===== config.mk =====
export PLATFORM = sky130hd
export DESIGN_NAME = rx_mask_regs
export DESIGN_NICKNAME = d
export VERILOG_FILES = /design/src/rx_mask_pkg.sv /design/src/rx_mask_regs.sv
export VERILOG_INCLUDE_DIRS = /design/src
export SDC_FILE = /design/constraint.sdc
export NUM_CORES = 1
export LEC_CHECK = 0
export BUFFER_PORTS_ARGS = -buffer_cell sky130_fd_sc_hd__buf_2
export CORE_MARGIN = 2
export CORE_UTILIZATION = 55
export CTS_BUF_LIST = sky130_fd_sc_hd__clkbuf_8
export DETAILED_ROUTE_END_ITERATION = 7
export GPL_TIMING_DRIVEN = 0
export PLACE_DENSITY = 0.86
export RECOVER_POWER = 100
export SKIP_LAST_GASP = 1
export SLEW_MARGIN = 30
export SYNTH_ARGS = -nofsm -noshare
export SYNTH_HDL_FRONTEND = slang
export SYNTH_SLANG_ARGS = --single-unit

===== constraint.sdc =====
create_clock -name pclk -period 5.84 [get_ports pclk]
set_input_delay 1.168 -clock pclk [delete_from_list [all_inputs] [get_ports pclk]]
set_output_delay 1.168 -clock pclk [all_outputs]
set_load 0.01 [all_outputs]

===== src/rx_mask_params.svh =====
`ifndef RX_MASK_PARAMS_SVH
`define RX_MASK_PARAMS_SVH
`define OFS_MASK_THREE 12'h0a2
`define OFS_MASK_FOUR 12'h0a3
`define OFS_MASK_HDLC 12'h0a4
`define OFS_MASK_LINK 12'h0a6
`define OFS_SIG_EN_1 12'h0a8
`define OFS_SIG_EN_2 12'h0a9
`define OFS_SIG_EN_3 12'h0aa
`define OFS_SIG_EN_4 12'h0ab
`define OFS_UP_1 12'h0ac
`define OFS_UP_2 12'h0ad
`define OFS_DN_1 12'h0ae
`define OFS_DN_2 12'h0af
`define OFS_SA_POS_MASK 12'h0bc
`define OFS_STATUS 12'h0bd
`define OFS_CTRL 12'h0be
`define PORT_STRIDE 12'h200
`define MASK_THREE_E1_BITS 8'h3b
`define MASK_FOUR_BITS 8'hef
`define MASK_HDLC_BITS 8'h3f
`define MASK_LINK_T1_BITS 8'h3f
`define MASK_LINK_E1_BITS 8'h03
`define BIT_SIG_CHANGE 3
`define REG_RESET 8'h00
`endif


===== src/rx_mask_pkg.sv =====
package rx_mask_pkg;
  typedef struct packed {
    logic [7:0] mask_three;
    logic [7:0] mask_four;
    logic [7:0] mask_hdlc;
    logic [7:0] mask_link;
    logic [31:0] sig_en;
    logic [7:0] up_1;
    logic [7:0] up_2;
    logic [7:0] dn_1;
    logic [7:0] dn_2;
    logic [7:0] sa_pos_mask;
    logic [7:0] status_four;
    logic [7:0] stat_other;
    logic [7:0] sa_prev;
    logic up_restart;
    logic dn_restart;
    logic [31:0] prdata;
  } regs_t;
  typedef struct packed {
    logic [7:0] three;
    logic [7:0] four;
    logic [7:0] hdlc;
    logic [7:0] link;
  } events_t;
endpackage


===== src/rx_mask_regs.sv =====
`timescale 1ns/1ps
`include "rx_mask_params.svh"
// Behaviour
// - E1 mask three: bits 5,4 clear, 3 clock loss, 1,0 detect enables.
// - Mask four at 0A3h enables elastic, slip, signaling, tick, timer, multiframe.
// - Mask five at 0A4h gates six receive HDLC interrupts; bits 7,6 unused.
// - T1 mask seven at 0A6h enables CI alarms, carrier frame, link, code events.
// - E1 mask seven: bit 1 Sa6 codeword, bit 0 Sa change; rest unused.
// - Sa change raised only for positions left unmasked by position mask.
// - Four channel enable registers at 0A8h..0ABh, channel 1..32, fourth E1 only.
// - Enabled channel signaling change sets latched status four bit 3.
// - T1 up code pattern in 0ACh, 0ADh; bit 7 first; reset zero.
// - Pattern bits beyond selected length are ignored by the detector.
// - T1 down code pattern in 0AEh, 0AFh with same don't-care handling.
// - Writing first up or down pattern register restarts its integration.
// - Interrupt mask bit one enables, zero blocks; all masks reset to zero.
// - Up and down present flags follow matching received code.
// - Source summary omits masked bits; clears when no unmasked event left.
module rx_mask_regs #(
  parameter int PORT_INDEX = 0
) (
  // Clock and reset
  input wire logic pclk,
  input wire logic presetn,
  // APB slave
  input wire logic psel,
  input wire logic penable,
  input wire logic pwrite,
  input wire logic [13:0] paddr,
  input wire logic [31:0] pwdata,
  input wire logic [3:0] pstrb,
  output logic [31:0] prdata,
  output logic pready,
  output logic pslverr,
  // Framer mode and event sources
  input wire logic e1_mode,
  input wire rx_mask_pkg::events_t events,
  input wire logic [31:0] sig_change,
  input wire logic [7:0] sa_bits,
  input wire logic up_match,
  input wire logic dn_match,
  // Detector controls and interrupt summary
  output logic [7:0] up_pattern,
  output logic [7:0] dn_pattern,
  output logic up_restart,
  output logic dn_restart,
  output logic up_code_present,
  output logic down_code_present,
  output logic [7:0] latched_status_four,
  output logic [3:0] rx_interrupt_source_summary,
  output logic rx_int
);
  initial begin
    if (PORT_INDEX < 0 || PORT_INDEX > 7) begin
      $error("PORT_INDEX out of range");
    end
  end

  localparam logic [11:0] BASE = 12'(PORT_INDEX) * `PORT_STRIDE;

  // Printed offsets are word indices, so the byte address is four times the index
  function automatic logic hit(input logic [13:0] a, input logic [11:0] ofs);
    hit = (a[13:2] == BASE + ofs) && (a[1:0] == 2'b00);
  endfunction

  rx_mask_pkg::regs_t r_r, r_nxt;
  logic wr_en, rd_en, mapped;
  logic [7:0] wb;
  logic [7:0] three_valid, link_valid, sa_chg;
  logic sig_cos;
  logic [7:0] four_ev;
  logic [3:0] summary;

  assign wr_en = psel && penable && pwrite && pstrb[0];
  assign rd_en = psel && penable && !pwrite;
  assign wb = pwdata[7:0];
  assign pready = 1'b1;
  assign pslverr = psel && penable && !mapped;
  assign mapped = hit(paddr, `OFS_MASK_THREE) || hit(paddr, `OFS_MASK_FOUR) ||
    hit(paddr, `OFS_MASK_HDLC) || hit(paddr, `OFS_MASK_LINK) ||
    hit(paddr, `OFS_SIG_EN_1) || hit(paddr, `OFS_SIG_EN_2) ||
    hit(paddr, `OFS_SIG_EN_3) || hit(paddr, `OFS_SIG_EN_4) ||
    hit(paddr, `OFS_UP_1) || hit(paddr, `OFS_UP_2) || hit(paddr, `OFS_DN_1) ||
    hit(paddr, `OFS_DN_2) || hit(paddr, `OFS_SA_POS_MASK) ||
    hit(paddr, `OFS_STATUS) || hit(paddr, `OFS_CTRL);

  // Unused mask bits read zero; E1 three-register layout only meaningful in E1
  assign three_valid = e1_mode ? `MASK_THREE_E1_BITS : 8'hff;
  assign link_valid = e1_mode ? `MASK_LINK_E1_BITS : `MASK_LINK_T1_BITS;

  // Fourth enable register only watched in E1 mode
  assign sig_cos = |(sig_change & r_r.sig_en &
    {e1_mode ? 8'hff : 8'h00, 24'hffffff});
  assign sa_chg = (sa_bits ^ r_r.sa_prev) & ~r_r.sa_pos_mask;
  always_comb begin
    four_ev = events.four;
    four_ev[`BIT_SIG_CHANGE] = events.four[`BIT_SIG_CHANGE] | sig_cos;
  end

  // Masked sources drop out of the summary, latched bits stay
  assign summary[0] = |(events.three & r_r.mask_three & three_valid);
  assign summary[1] = |(r_r.status_four & r_r.mask_four);
  assign summary[2] = |(events.hdlc & r_r.mask_hdlc);
  assign summary[3] = |({events.link[7:1], events.link[0] | (e1_mode & |sa_chg)}
    & r_r.mask_link & link_valid);

  always_comb begin
    r_nxt = r_r;
    r_nxt.up_restart = 1'b0;
    r_nxt.dn_restart = 1'b0;
    r_nxt.sa_prev = sa_bits;
    // Hardware set wins over a software clear in the same cycle
    if (wr_en && hit(paddr, `OFS_STATUS)) begin
      r_nxt.status_four = r_r.status_four & ~wb;
    end
    r_nxt.status_four = r_nxt.status_four | four_ev;
    if (wr_en) begin
      if (hit(paddr, `OFS_MASK_THREE)) begin
        r_nxt.mask_three = wb;
      end
      if (hit(paddr, `OFS_MASK_FOUR)) begin
        r_nxt.mask_four = wb & `MASK_FOUR_BITS;
      end
      if (hit(paddr, `OFS_MASK_HDLC)) begin
        r_nxt.mask_hdlc = wb & `MASK_HDLC_BITS;
      end
      if (hit(paddr, `OFS_MASK_LINK)) begin
        r_nxt.mask_link = wb & `MASK_LINK_T1_BITS;
      end
      if (hit(paddr, `OFS_SIG_EN_1)) begin
        r_nxt.sig_en[7:0] = wb;
      end
      if (hit(paddr, `OFS_SIG_EN_2)) begin
        r_nxt.sig_en[15:8] = wb;
      end
      if (hit(paddr, `OFS_SIG_EN_3)) begin
        r_nxt.sig_en[23:16] = wb;
      end
      if (hit(paddr, `OFS_SIG_EN_4)) begin
        r_nxt.sig_en[31:24] = wb;
      end
      if (hit(paddr, `OFS_UP_1)) begin
        r_nxt.up_1 = wb;
        r_nxt.up_restart = 1'b1;
      end
      if (hit(paddr, `OFS_UP_2)) begin
        r_nxt.up_2 = wb;
      end
      if (hit(paddr, `OFS_DN_1)) begin
        r_nxt.dn_1 = wb;
        r_nxt.dn_restart = 1'b1;
      end
      if (hit(paddr, `OFS_DN_2)) begin
        r_nxt.dn_2 = wb;
      end
      if (hit(paddr, `OFS_SA_POS_MASK)) begin
        r_nxt.sa_pos_mask = wb;
      end
    end
    r_nxt.prdata = 32'h0;
    if (rd_en) begin
      case (1'b1)
        hit(paddr, `OFS_MASK_THREE): r_nxt.prdata = {24'h0, r_r.mask_three & three_valid};
        hit(paddr, `OFS_MASK_FOUR): r_nxt.prdata = {24'h0, r_r.mask_four};
        hit(paddr, `OFS_MASK_HDLC): r_nxt.prdata = {24'h0, r_r.mask_hdlc};
        hit(paddr, `OFS_MASK_LINK): r_nxt.prdata = {24'h0, r_r.mask_link & link_valid};
        hit(paddr, `OFS_SIG_EN_1): r_nxt.prdata = {24'h0, r_r.sig_en[7:0]};
        hit(paddr, `OFS_SIG_EN_2): r_nxt.prdata = {24'h0, r_r.sig_en[15:8]};
        hit(paddr, `OFS_SIG_EN_3): r_nxt.prdata = {24'h0, r_r.sig_en[23:16]};
        hit(paddr, `OFS_SIG_EN_4): r_nxt.prdata = {24'h0, r_r.sig_en[31:24]};
        hit(paddr, `OFS_UP_1): r_nxt.prdata = {24'h0, r_r.up_1};
        hit(paddr, `OFS_UP_2): r_nxt.prdata = {24'h0, r_r.up_2};
        hit(paddr, `OFS_DN_1): r_nxt.prdata = {24'h0, r_r.dn_1};
        hit(paddr, `OFS_DN_2): r_nxt.prdata = {24'h0, r_r.dn_2};
        hit(paddr, `OFS_SA_POS_MASK): r_nxt.prdata = {24'h0, r_r.sa_pos_mask};
        hit(paddr, `OFS_STATUS): r_nxt.prdata = {24'h0, r_r.status_four};
        hit(paddr, `OFS_CTRL): r_nxt.prdata = {26'h0, up_match, dn_match,
          summary};
        default: r_nxt.prdata = 32'h0;
      endcase
    end
  end

  always_ff @(posedge pclk or negedge presetn) begin
    if (!presetn) begin
      r_r <= '0;
    end else begin
      r_r <= r_nxt;
    end
  end

  // Read data is combinational from registers so a zero-wait answer is possible
  always_comb begin
    prdata = 32'h0;
    if (rd_en) begin
      prdata = r_nxt.prdata;
    end
  end

  // Detector sees only first register; second is don't care for lengths 1..8
  assign up_pattern = r_r.up_1;
  assign dn_pattern = r_r.dn_1;
  assign up_restart = r_r.up_restart;
  assign dn_restart = r_r.dn_restart;
  assign up_code_present = up_match;
  assign down_code_present = dn_match;
  assign latched_status_four = r_r.status_four;
  assign rx_interrupt_source_summary = summary;
  assign rx_int = |summary;
endmodule


==> results.rst, run 1 <==
.. list-table::
   :header-rows: 1

   * - Metric
     - Value
   * - Result of the run
     - complete, but fails checks
   * - Failing checks
     - max-capacitance violations, max-slew violations
   * - Die extent in x
     - between 100 and 150 um
   * - Clock tree from TritonCTS
     - built
   * - Die outline area
     - 13000 um^2
   * - Clock period minus final worst setup slack
     - ~5.2 ns
   * - Required time worst endpoint
     - 4.67 ns
   * - Avg WL per Cell
     - roughly 23 um
   * - Seq/Total Area, Yosys
     - 0.440
   * - Mean cell area of the mapped netlist
     - ~10 um^2
   * - Vias in the first global route
     - between 5000 and 6000
   * - Routed Wire Length
     - approximately 23000 um
   * - Data arrival time of the critical path
     - slightly above 4 ns
   * - Ordered list of cells on the worst path
     - clkbuf_1 -> clkbuf_1 -> nor2_1 -> nand2_1 -> nor3_2 -> a211oi_1 -> a21boi_0 -> o221ai_1 -> a21oi_1 -> clkbuf_1
   * - Setup repair after global routing missed its margin
     - no
   * - Number of cells upsized or downsized after cts
     - 0
   * - Initial DRT Pass Iterations
     - 5
   * - Row count
     - 40
   * - Highest net fanout along the worst path
     - 10
   * - Die H
     - roughly 110 um
   * - Fmax
     - 192 MHz
   * - Largest net degree at the start of global routing
     - 64
   * - Leakage
     - between 3 and 4 nW
   * - Vias per cell
     - between 6 and 7
   * - Clock Sinks
     - roughly 120
   * - Stage delay of the slowest cell on the critical path
     - around 0.52 ns
   * - Setup Fix Bufs, Post-CTS
     - 0
   * - Layout cells sized above 1
     - 0.339
   * - Most used cell along the critical path
     - clkbuf_1
   * - Fin crit share
     - 0.893
   * - Class of the most critical hold timing path
     - reg2reg
   * - Final setup violating endpoints
     - 0
   * - Cell area after technology mapping
     - around 6700 um^2
   * - GRT Total Usage
     - 0.359
   * - I/O Pins
     - 197
   * - Synth async-reset ratio
     - 1.00
   * - Synth-to-layout area growth
     - 19.0%
   * - P per Cell Area
     - 228 nW/um^2
   * - Dominant register cell in the synthesized netlist
     - dfrtp_1
   * - Remaining design rule violation count
     - 0
   * - Synthesis warning total
     - 0
   * - Headroom to the max-slew limit
     - -0.876
   * - Clock insertion delay at the later pin of the skew report
     - ~0.45 ns
   * - Number of DRC markers in iteration 0
     - approximately 570
   * - Max capacitance violation total
     - 2
   * - Vias
     - just over 6000
   * - Congestion Overflow GR
     - 0
   * - Highest ir drop seen on vdd
     - about 0.16 mV
   * - FF-to-FF setup slack
     - roughly 4.2 ns
   * - Placeable core region
     - around 12000 um^2
   * - Crit path max-delay cell type
     - a211oi_1
   * - Initial antenna violation count
     - 1
   * - H-tree lvl count
     - 4
   * - Clk pin slew, worst setup/hold paths
     - ~0.070 ns
   * - Root buffer cell
     - clkbuf_8
   * - Seq cells post-synth
     - approximately 120
   * - Number of input and output port buffers inserted
     - about 140
   * - Worst setup path class
     - in2out
   * - Type of origin of the critical path
     - primary input
   * - Instance count of the mapped netlist
     - around 630
   * - EDFF count, synth
     - 0
   * - Most common cell after layout, fill and taps aside
     - dfrtp_1
   * - Wire length of the first global-routing pass
     - about 34000 um
   * - Net total in the final layout
     - ~950
   * - Starting utilization of the core area
     - 0.559
   * - Clock buffer depth
     - 2
   * - Highest-count cells in the layout ignoring fill and taps
     - dfrtp_1, buf_2, mux2_2
   * - Maximum clock skew at final layout
     - about 0.0022 ns
   * - Half-perimeter wire length of the detailed placement result
     - about 17000 um
   * - Number of distinct library cells after synthesis
     - 65
   * - Number of buffers inserted during clock tree synthesis
     - 17
   * - Measured slew at the worst slew-check pin
     - 2.81 ns
   * - Count of antenna-violating nets left after detailed routing
     - 0
   * - Number of hold violations in the final report
     - 0
   * - Gpl congestion
     - ~1.0
   * - Type of destination of the critical path
     - output pin
   * - Accumulated negative setup slack
     - 0 ns
   * - PnR Total Power
     - 0.00181 W
   * - Final Max Tran Viols
     - 120
   * - Hold buffer count at CTS
     - 0
==> stage by stage <==
stage                     worst slack (ns)  hold slack [ns]  cells  instance area (um^2)  utilization
after global placement               0.975            0.481    943                  7620        0.640
after CTS                             1.00            0.500    975                  8100        0.680
final                                0.626            0.508    976                  7920        0.665
after floorplan                       1.77            0.459    657                  6740            -
after detailed placement              1.01            0.486    944                  7660        0.643
after global routing                 0.505            0.522    975                  7920        0.665
==> worst paths after layout <==
kind	cells past startpoint	startpoint	end
setup / recovery	10	paddr[3]	prdata[5]
hold / removal	1	r_r[86]	r_r[86]
setup reg to reg	4	r_r[104]	latched_status_four[3]
hold reg to reg	1	r_r[86]	r_r[86]
max in group asynchronous	2	presetn	r_r[89]
min in group asynchronous	1	presetn	r_r[157]
==> worst max-delay path: cells and delay by family <==
family / cells / cell delay (ns)
AOI/OAI and AO/OA: 4 / 1.47
buffers and inverters: 3 / 0.79
and+or+nand+nor: 3 / 0.61
==> where the power goes <==
part           internal, W  switching [W]
clock             0.000504       0.000327
sequential        0.000813     0.00000139
combinational    0.0000577       0.000102
total              0.00138       0.000431
==> routing by layer <==
layer  vias to the layer above  global-route usage  share of wire
met4                         0               0.149          0.038
li1                       2649                   -              -
met1                      2975               0.467           0.40
met2                       389               0.569           0.46
met3                        70              0.0994           0.10
met5                         -                   0              0
==> layout make-up <==
class                           count  area (um^2)
Multi-Input combinational cell    451         3180
Antenna cell                        1         2.50
Inverter                           10         37.5
Buffer                             79          492
Clock buffer                       21          289
Tap cell                          147          184
Fill cell                        1017         3990
Sequential cell                   117         2930
Clock inverter                     10          154
Timing Repair Buffer              140          652
==> synth_stat cells, drive strengths merged (5+ instances only) <==
cell type,instances,area [um^2]
a222oi,5,50.1
o21ai,24,120
or3,5,36.3
a21oi,27,135
buf,62,433
mux2i,9,90.1
o221ai,6,52.6
a22o,5,43.8
inv,10,37.5
o211ai,6,45.0
mux2,90,1010
dfrtp,117,2930
nor3,17,128
nand3,17,85.1
nand4,6,37.5
nor2b,6,37.5
clkbuf,17,63.8
a211oi,7,52.6
a21o,10,75.1
a22oi,15,113
nand2,69,267
a31oi,5,31.3
a221oi,7,61.3
o22ai,8,50.1
xnor2,8,70.1
nor2,28,140
==> cells by family (layout without fill, tap and decap cells) <==
| family | count (synthesis) | in the layout | share of synthesized area |
|---|---|---|---|
| buf+inv | 89 | 260 | 0.0803 |
| flops | 117 | 117 | 0.440 |
| mux | 100 | 100 | 0.169 |
| compound gates | 147 | 147 | 0.158 |
| simple gates | 171 | 171 | 0.140 |
| xor+xnor | 8 | 8 | 0.0105 |
| other cells | 2 | 26 | 0.00113 |
==> state kept, by name, summed over array words and instances, names as in the netlist <==
name,cells
r_r,91
dn_restart,1
up_pattern,8
up_restart,1
dn_pattern,8
latched_status_four,8
Power figures use the tool's default switching activity.
==> run 2: changes to the inputs <==
Settings changed: BUFFER_PORTS_ARGS -buffer_cell sky130_fd_sc_hd__buf_2 to unset, DONT_BUFFER_PORTS set to 1, PLACE_DENSITY 0.86 to 0.72.
==> results.rst, run 2 (same netlist as run 1, synthesis figures left out) <==
.. list-table::
   :header-rows: 1

   * - Metric
     - Value
   * - Result of the run
     - finished, final reports clean
   * - Required time worst endpoint
     - 4.67 ns
   * - Layout cells sized above 1
     - 0.222
   * - Remaining design rule violation count
     - 0
   * - Number of DRC markers in iteration 0
     - slightly above 600
   * - Headroom to the max-slew limit
     - 0.0981
   * - Placeable core region
     - 11900 um^2
   * - Wire length of the first global-routing pass
     - roughly 34000 um
   * - Maximum clock skew at final layout
     - 0.00657 ns
   * - Measured slew at the worst slew-check pin
     - ~1.3 ns
   * - Starting utilization of the core area
     - 0.559
   * - Register containing the most flip-flops in the final layout
     - r_r
   * - Vias
     - ~5600
   * - I/O Pins
     - 197
   * - Die extent in x
     - ~110 um
   * - Clock Sinks
     - 117
   * - Data arrival time of the critical path
     - approximately 4.1 ns
   * - Highest-count cells in the layout ignoring fill and taps
     - dfrtp_1, mux2_2, nand2_1
   * - Clock insertion delay at the later pin of the skew report
     - roughly 0.45 ns
   * - Number of hold violations in the final report
     - 0
   * - Most common cell after layout, fill and taps aside
     - dfrtp_1
   * - Fin crit share
     - 0.898
   * - Die outline area
     - approximately 13000 um^2
   * - Fmax
     - 191 MHz
   * - Highest ir drop seen on vdd
     - 0.195 mV
   * - Class of the most critical hold timing path
     - in2async
   * - Count of antenna-violating nets left after detailed routing
     - 0
   * - Largest net degree at the start of global routing
     - between 100 and 150
   * - Highest net fanout along the worst path
     - 7
   * - Accumulated negative setup slack
     - 0 ns
   * - Initial antenna violation count
     - 0
   * - Setup Fix Bufs, Post-CTS
     - 0
   * - Synth-to-layout area growth
     - 7.01%
   * - Routed Wire Length
     - 23200 um
   * - Number of input and output port buffers inserted
     - 0
   * - Antenna diode count
     - 0
   * - Net total in the final layout
     - 806
   * - Root buffer cell
     - clkbuf_8
   * - H-tree lvl count
     - 4
   * - Avg WL per Cell
     - 27.7 um
   * - Cell Area, Placed
     - 6920 um^2
   * - Row count
     - 40
   * - Vias per cell
     - approximately 6.7
   * - Clk pin slew, worst setup/hold paths
     - 0.08 ns
   * - Clock period minus final worst setup slack
     - ~5.2 ns
   * - Vias in the first global route
     - between 5000 and 6000
   * - Initial DRT Pass Iterations
     - 6
   * - Number of buffers inserted during clock tree synthesis
     - 17
   * - Gpl congestion
     - around 0.99
   * - Max FFs per register
     - 91
   * - Setup repair after global routing missed its margin
     - no
   * - Util after Layout
     - 0.598
   * - Hold buffer count at CTS
     - 0
   * - Combined area of the multi-input logic cells
     - about 3200 um^2
   * - Type of origin of the critical path
     - primary input
   * - Clock tree from TritonCTS
     - built
   * - Max capacitance violation total
     - 0
   * - Final setup violating endpoints
     - 0
   * - Congestion Overflow GR
     - 0
   * - Sequential Area
     - 2930 um^2
   * - Final instance area
     - ~7100 um^2
   * - Final Max Tran Viols
     - 0
   * - Filler Cell Count
     - 1052
   * - Die H
     - 114 um
   * - Type of destination of the critical path
     - output pin
   * - P per Cell Area
     - roughly 240 nW/um^2
   * - Half-perimeter wire length of the detailed placement result
     - between 15000 and 20000 um
   * - Worst setup path class
     - in2out
   * - GRT Total Usage
     - 0.365
   * - Number of cells upsized or downsized after cts
     - 0
   * - Clock buffer depth
     - 2
   * - Leakage
     - roughly 3.2 nW
## run 2: final cells by class
| class | instances | area share |
|---|---|---|
| Clock buffer | 18 | 0.0348 |
| Inverter | 10 | 0.00527 |
| Sequential cell | 117 | 0.411 |
| Buffer | 79 | 0.0554 |
| Clock inverter | 14 | 0.0206 |
| Tap cell | 147 | 0.0258 |
| Multi-Input combinational cell | 451 | 0.447 |
## run 2: worst max-delay path, stage by stage
cell	delay, ns
nor3b_1	0.71
nand4_1	0.57
nor2_1	0.54
a221oi_1	0.27
o22ai_1	0.24
a21oi_1	0.17
o21ai_0	0.41
## run 2: final timing paths
path	startpoint	endpoint	slack, ns	cells after the start
min	presetn	r_r[115]	0.41	0
min in group pclk	r_r[85]	r_r[85]	0.51	1
max in group asynchronous	presetn	dn_pattern[5]	5.25	0
min reg2reg	r_r[85]	r_r[85]	0.51	1
max reg2reg	r_r[107]	latched_status_four[3]	4.11	4
max	paddr[6]	prdata[4]	0.60	7
## run 2: metal layers
| metal | vias up | GRT usage | share of wire |
|---|---|---|---|
| met5 | - | 0 | 0 |
| met4 | 0 | 0.188 | 0.051 |
| met3 | 76 | 0.0824 | 0.092 |
| met2 | 387 | 0.548 | 0.44 |
| met1 | 2756 | 0.499 | 0.42 |
| li1 | 2351 | - | - |
## run 2: metrics by stage
stage               setup WS [ns]  hold WS [ns]  cells  total power [W]
detailed placement          0.976         0.486    804         0.000934
floorplan                    1.77         0.459    657         0.000905
global placement            0.965         0.482    804         0.000934
global route                0.606         0.387    836          0.00172
CTS                          1.01         0.386    836          0.00168
finish                      0.595         0.408    836          0.00167
## run 2: report_power, final
part	leakage, nW	switching [W]	internal (W)
clock network	0.211	0.000334	0.000422
registers	1.54	0.00000140	0.000813
logic	1.40	0.0000693	0.0000351
==> run 3: changes to the inputs <==
Settings changed: PLACE_DENSITY 0.72 to 0.75.
Clock period 5.84 ns to 4.4 ns, I/O delays scaled along.
==> results.rst, run 3 (same netlist as run 1, synthesis figures left out) <==
.. list-table::
   :header-rows: 1

   * - Metric
     - Value
   * - Final Max Tran Viols
     - 0
   * - Failing checks
     - max-capacitance violations
   * - Remaining design rule violation count
     - 0
   * - Vias per cell
     - roughly 6.6
   * - Required time worst endpoint
     - about 3.5 ns
   * - Half-perimeter wire length of the detailed placement result
     - 17000 um
   * - Routed Wire Length
     - roughly 23000 um
   * - DP Cell Count
     - approximately 800
   * - Highest ir drop seen on vdd
     - roughly 0.22 mV
   * - Setup repair after global routing missed its margin
     - no
   * - Clock buffer depth
     - 2
   * - Clock tree from TritonCTS
     - built
   * - Final instance area
     - 7130 um^2
   * - Number of input and output port buffers inserted
     - 0
   * - Register containing the most flip-flops in the final layout
     - r_r
   * - Data arrival time of the critical path
     - 3.40 ns
   * - Portion of total power attributed to combinational logic
     - 0.064
   * - Clock insertion delay at the later pin of the skew report
     - between 0.4 and 0.5 ns
   * - Max FFs per register
     - slightly above 90
   * - Initial antenna violation count
     - 0
   * - Layout cells sized above 1
     - 0.233
   * - Clock period minus final worst setup slack
     - 4.28 ns
   * - Starting utilization of the core area
     - 0.559
   * - Root buffer cell
     - clkbuf_8
   * - Maximum clock skew at final layout
     - about 0.0056 ns
   * - Max capacitance violation total
     - 1
   * - I/O Pins
     - between 150 and 200
   * - PnR Total Power
     - 0.00219 W
   * - Fraction of power spent switching nets
     - 0.242
   * - Flop pwr share
     - 0.493
   * - Fmax
     - 234 MHz
   * - GRT Total Usage
     - 0.360
   * - Vias
     - approximately 5500
   * - Highest net fanout along the worst path
     - 10
   * - Class of the most critical hold timing path
     - in2async
   * - Non-filler cells, final
     - approximately 840
   * - Clock Sinks
     - roughly 120
   * - Row count
     - 40
   * - Placement Setup Slack
     - 0.0195 ns
   * - P per Cell Area
     - 308 nW/um^2
   * - Die extent in x
     - ~110 um
   * - Number of DRC markers in iteration 0
     - about 650
   * - Number of buffers inserted during clock tree synthesis
     - 17
   * - Wire length of the first global-routing pass
     - ~33000 um
   * - Number of hold violations in the final report
     - 0
   * - Headroom to the max-slew limit
     - 0.0146
   * - Initial DRT Pass Iterations
     - 5
   * - Highest-count cells in the layout ignoring fill and taps
     - dfrtp_1, mux2_2, nand2_1
   * - Clock network fraction of design power
     - 0.443
   * - Net load switching power
     - about 0.00053 W
   * - Gpl congestion
     - between 0.9 and 1
   * - Total internal power
     - ~0.0017 W
   * - Hold buffer count at CTS
     - 0
   * - Type of destination of the critical path
     - output pin
   * - Leakage
     - 3.15 nW
   * - Avg WL per Cell
     - around 28 um
   * - Type of origin of the critical path
     - primary input
   * - Congestion Overflow GR
     - 0
   * - Largest net degree at the start of global routing
     - 118
   * - H-tree lvl count
     - 4
   * - Clk pin slew, worst setup/hold paths
     - 0.07 ns
   * - Most common cell after layout, fill and taps aside
     - dfrtp_1
   * - Count of antenna-violating nets left after detailed routing
     - 0
   * - Antenna diode count
     - 0
   * - Final setup violating endpoints
     - 0
   * - Final Worst Setup Slack
     - between 0.1 and 0.15 ns
   * - Result of the run
     - complete, but fails checks
   * - Die H
     - approximately 110 um
   * - Die outline area
     - ~13000 um^2
   * - Placeable core region
     - 11900 um^2
   * - Synth-to-layout area growth
     - 7.09%
   * - Net total in the final layout
     - slightly above 800
   * - Fin crit share
     - 0.972
   * - Accumulated negative setup slack
     - 0 ns
   * - Vias in the first global route
     - between 5000 and 6000
   * - Cell Area, Placed
     - between 6000 and 7000 um^2
   * - Worst setup path class
     - in2out
   * - Measured slew at the worst slew-check pin
     - between 1 and 1.5 ns
-- run 3: changes by cell type in the layout (fill, tap and decap cells not counted), sizes merged --
cell | before | now
bufinv | 3 | 2
clkinv | 3 | 4
inv | 15 | 12
clkbuf | 66 | 68
-- run 3: timing repair --
action                     CTS  global route
setup buffers                0             0
gates resized for setup      1             0
setup endpoints to repair    1             0
-- run 3: area by class of cell --
class	instances	area [um^2]
buffer	79	397
fill	1036	4790
clock buffer	20	275
sequential	117	2930
tap	147	184
clock inverter	11	110
inverter	10	37.5
multi-input combinational	451	3190
-- run 3: worst max-delay path: stages --
cell and delay (ns):
buf_2 0.24, clkbuf_1 0.57, clkbuf_2 0.45, mux2i_1 0.23
o21ai_0 0.13, a211oi_1 0.58, o22ai_1 0.30
-- run 3: path summary, 6_finish.rpt --
path / startpoint / end / slack [ns] / cells past startpoint
worst max-delay path: paddr[2] / prdata[7] / 0.12 / 7
worst max register to register: r_r[104] / latched_status_four[3] / 2.67 / 4
max in group asynchronous: presetn / r_r[68] / 4.16 / 0
worst min register to register: r_r[70] / r_r[70] / 0.52 / 1
worst min-delay path: presetn / r_r[123] / 0.11 / 0
min in group pclk: sa_bits[0] / r_r[34] / 0.44 / 0
-- run 3: power by group through the flow --
stage	clock network (W)	logic (W)	registers, W
6_report	0.000971	0.000139	0.00108
5_1_grt	0.00103	0.000146	0.00108
4_1_cts	0.000980	0.000139	0.00108
3_5_place_dp	0	0.000138	0.00110
3_3_place_gp	0	0.000139	0.00110
2_1_floorplan	0	0.0000994	0.00110
-- run 3: layer usage --
layer | global-route usage | up-vias | wire, um
met5 | 0 | - | 0
li1 | - | 2362 | -
met2 | 0.532 | 363 | 10300
met3 | 0.0903 | 71 | 2020
met1 | 0.496 | 2701 | 9760
met4 | 0.176 | 0 | 937
-- run 3: per-stage QoR --
step | hold WS [ns] | util
after floorplan | 0.459 | -
after global placement | 0.489 | 0.581
after detailed placement | 0.499 | 0.581
after CTS | 0.0872 | 0.614
after global routing | 0.0869 | 0.598
final | 0.105 | 0.598
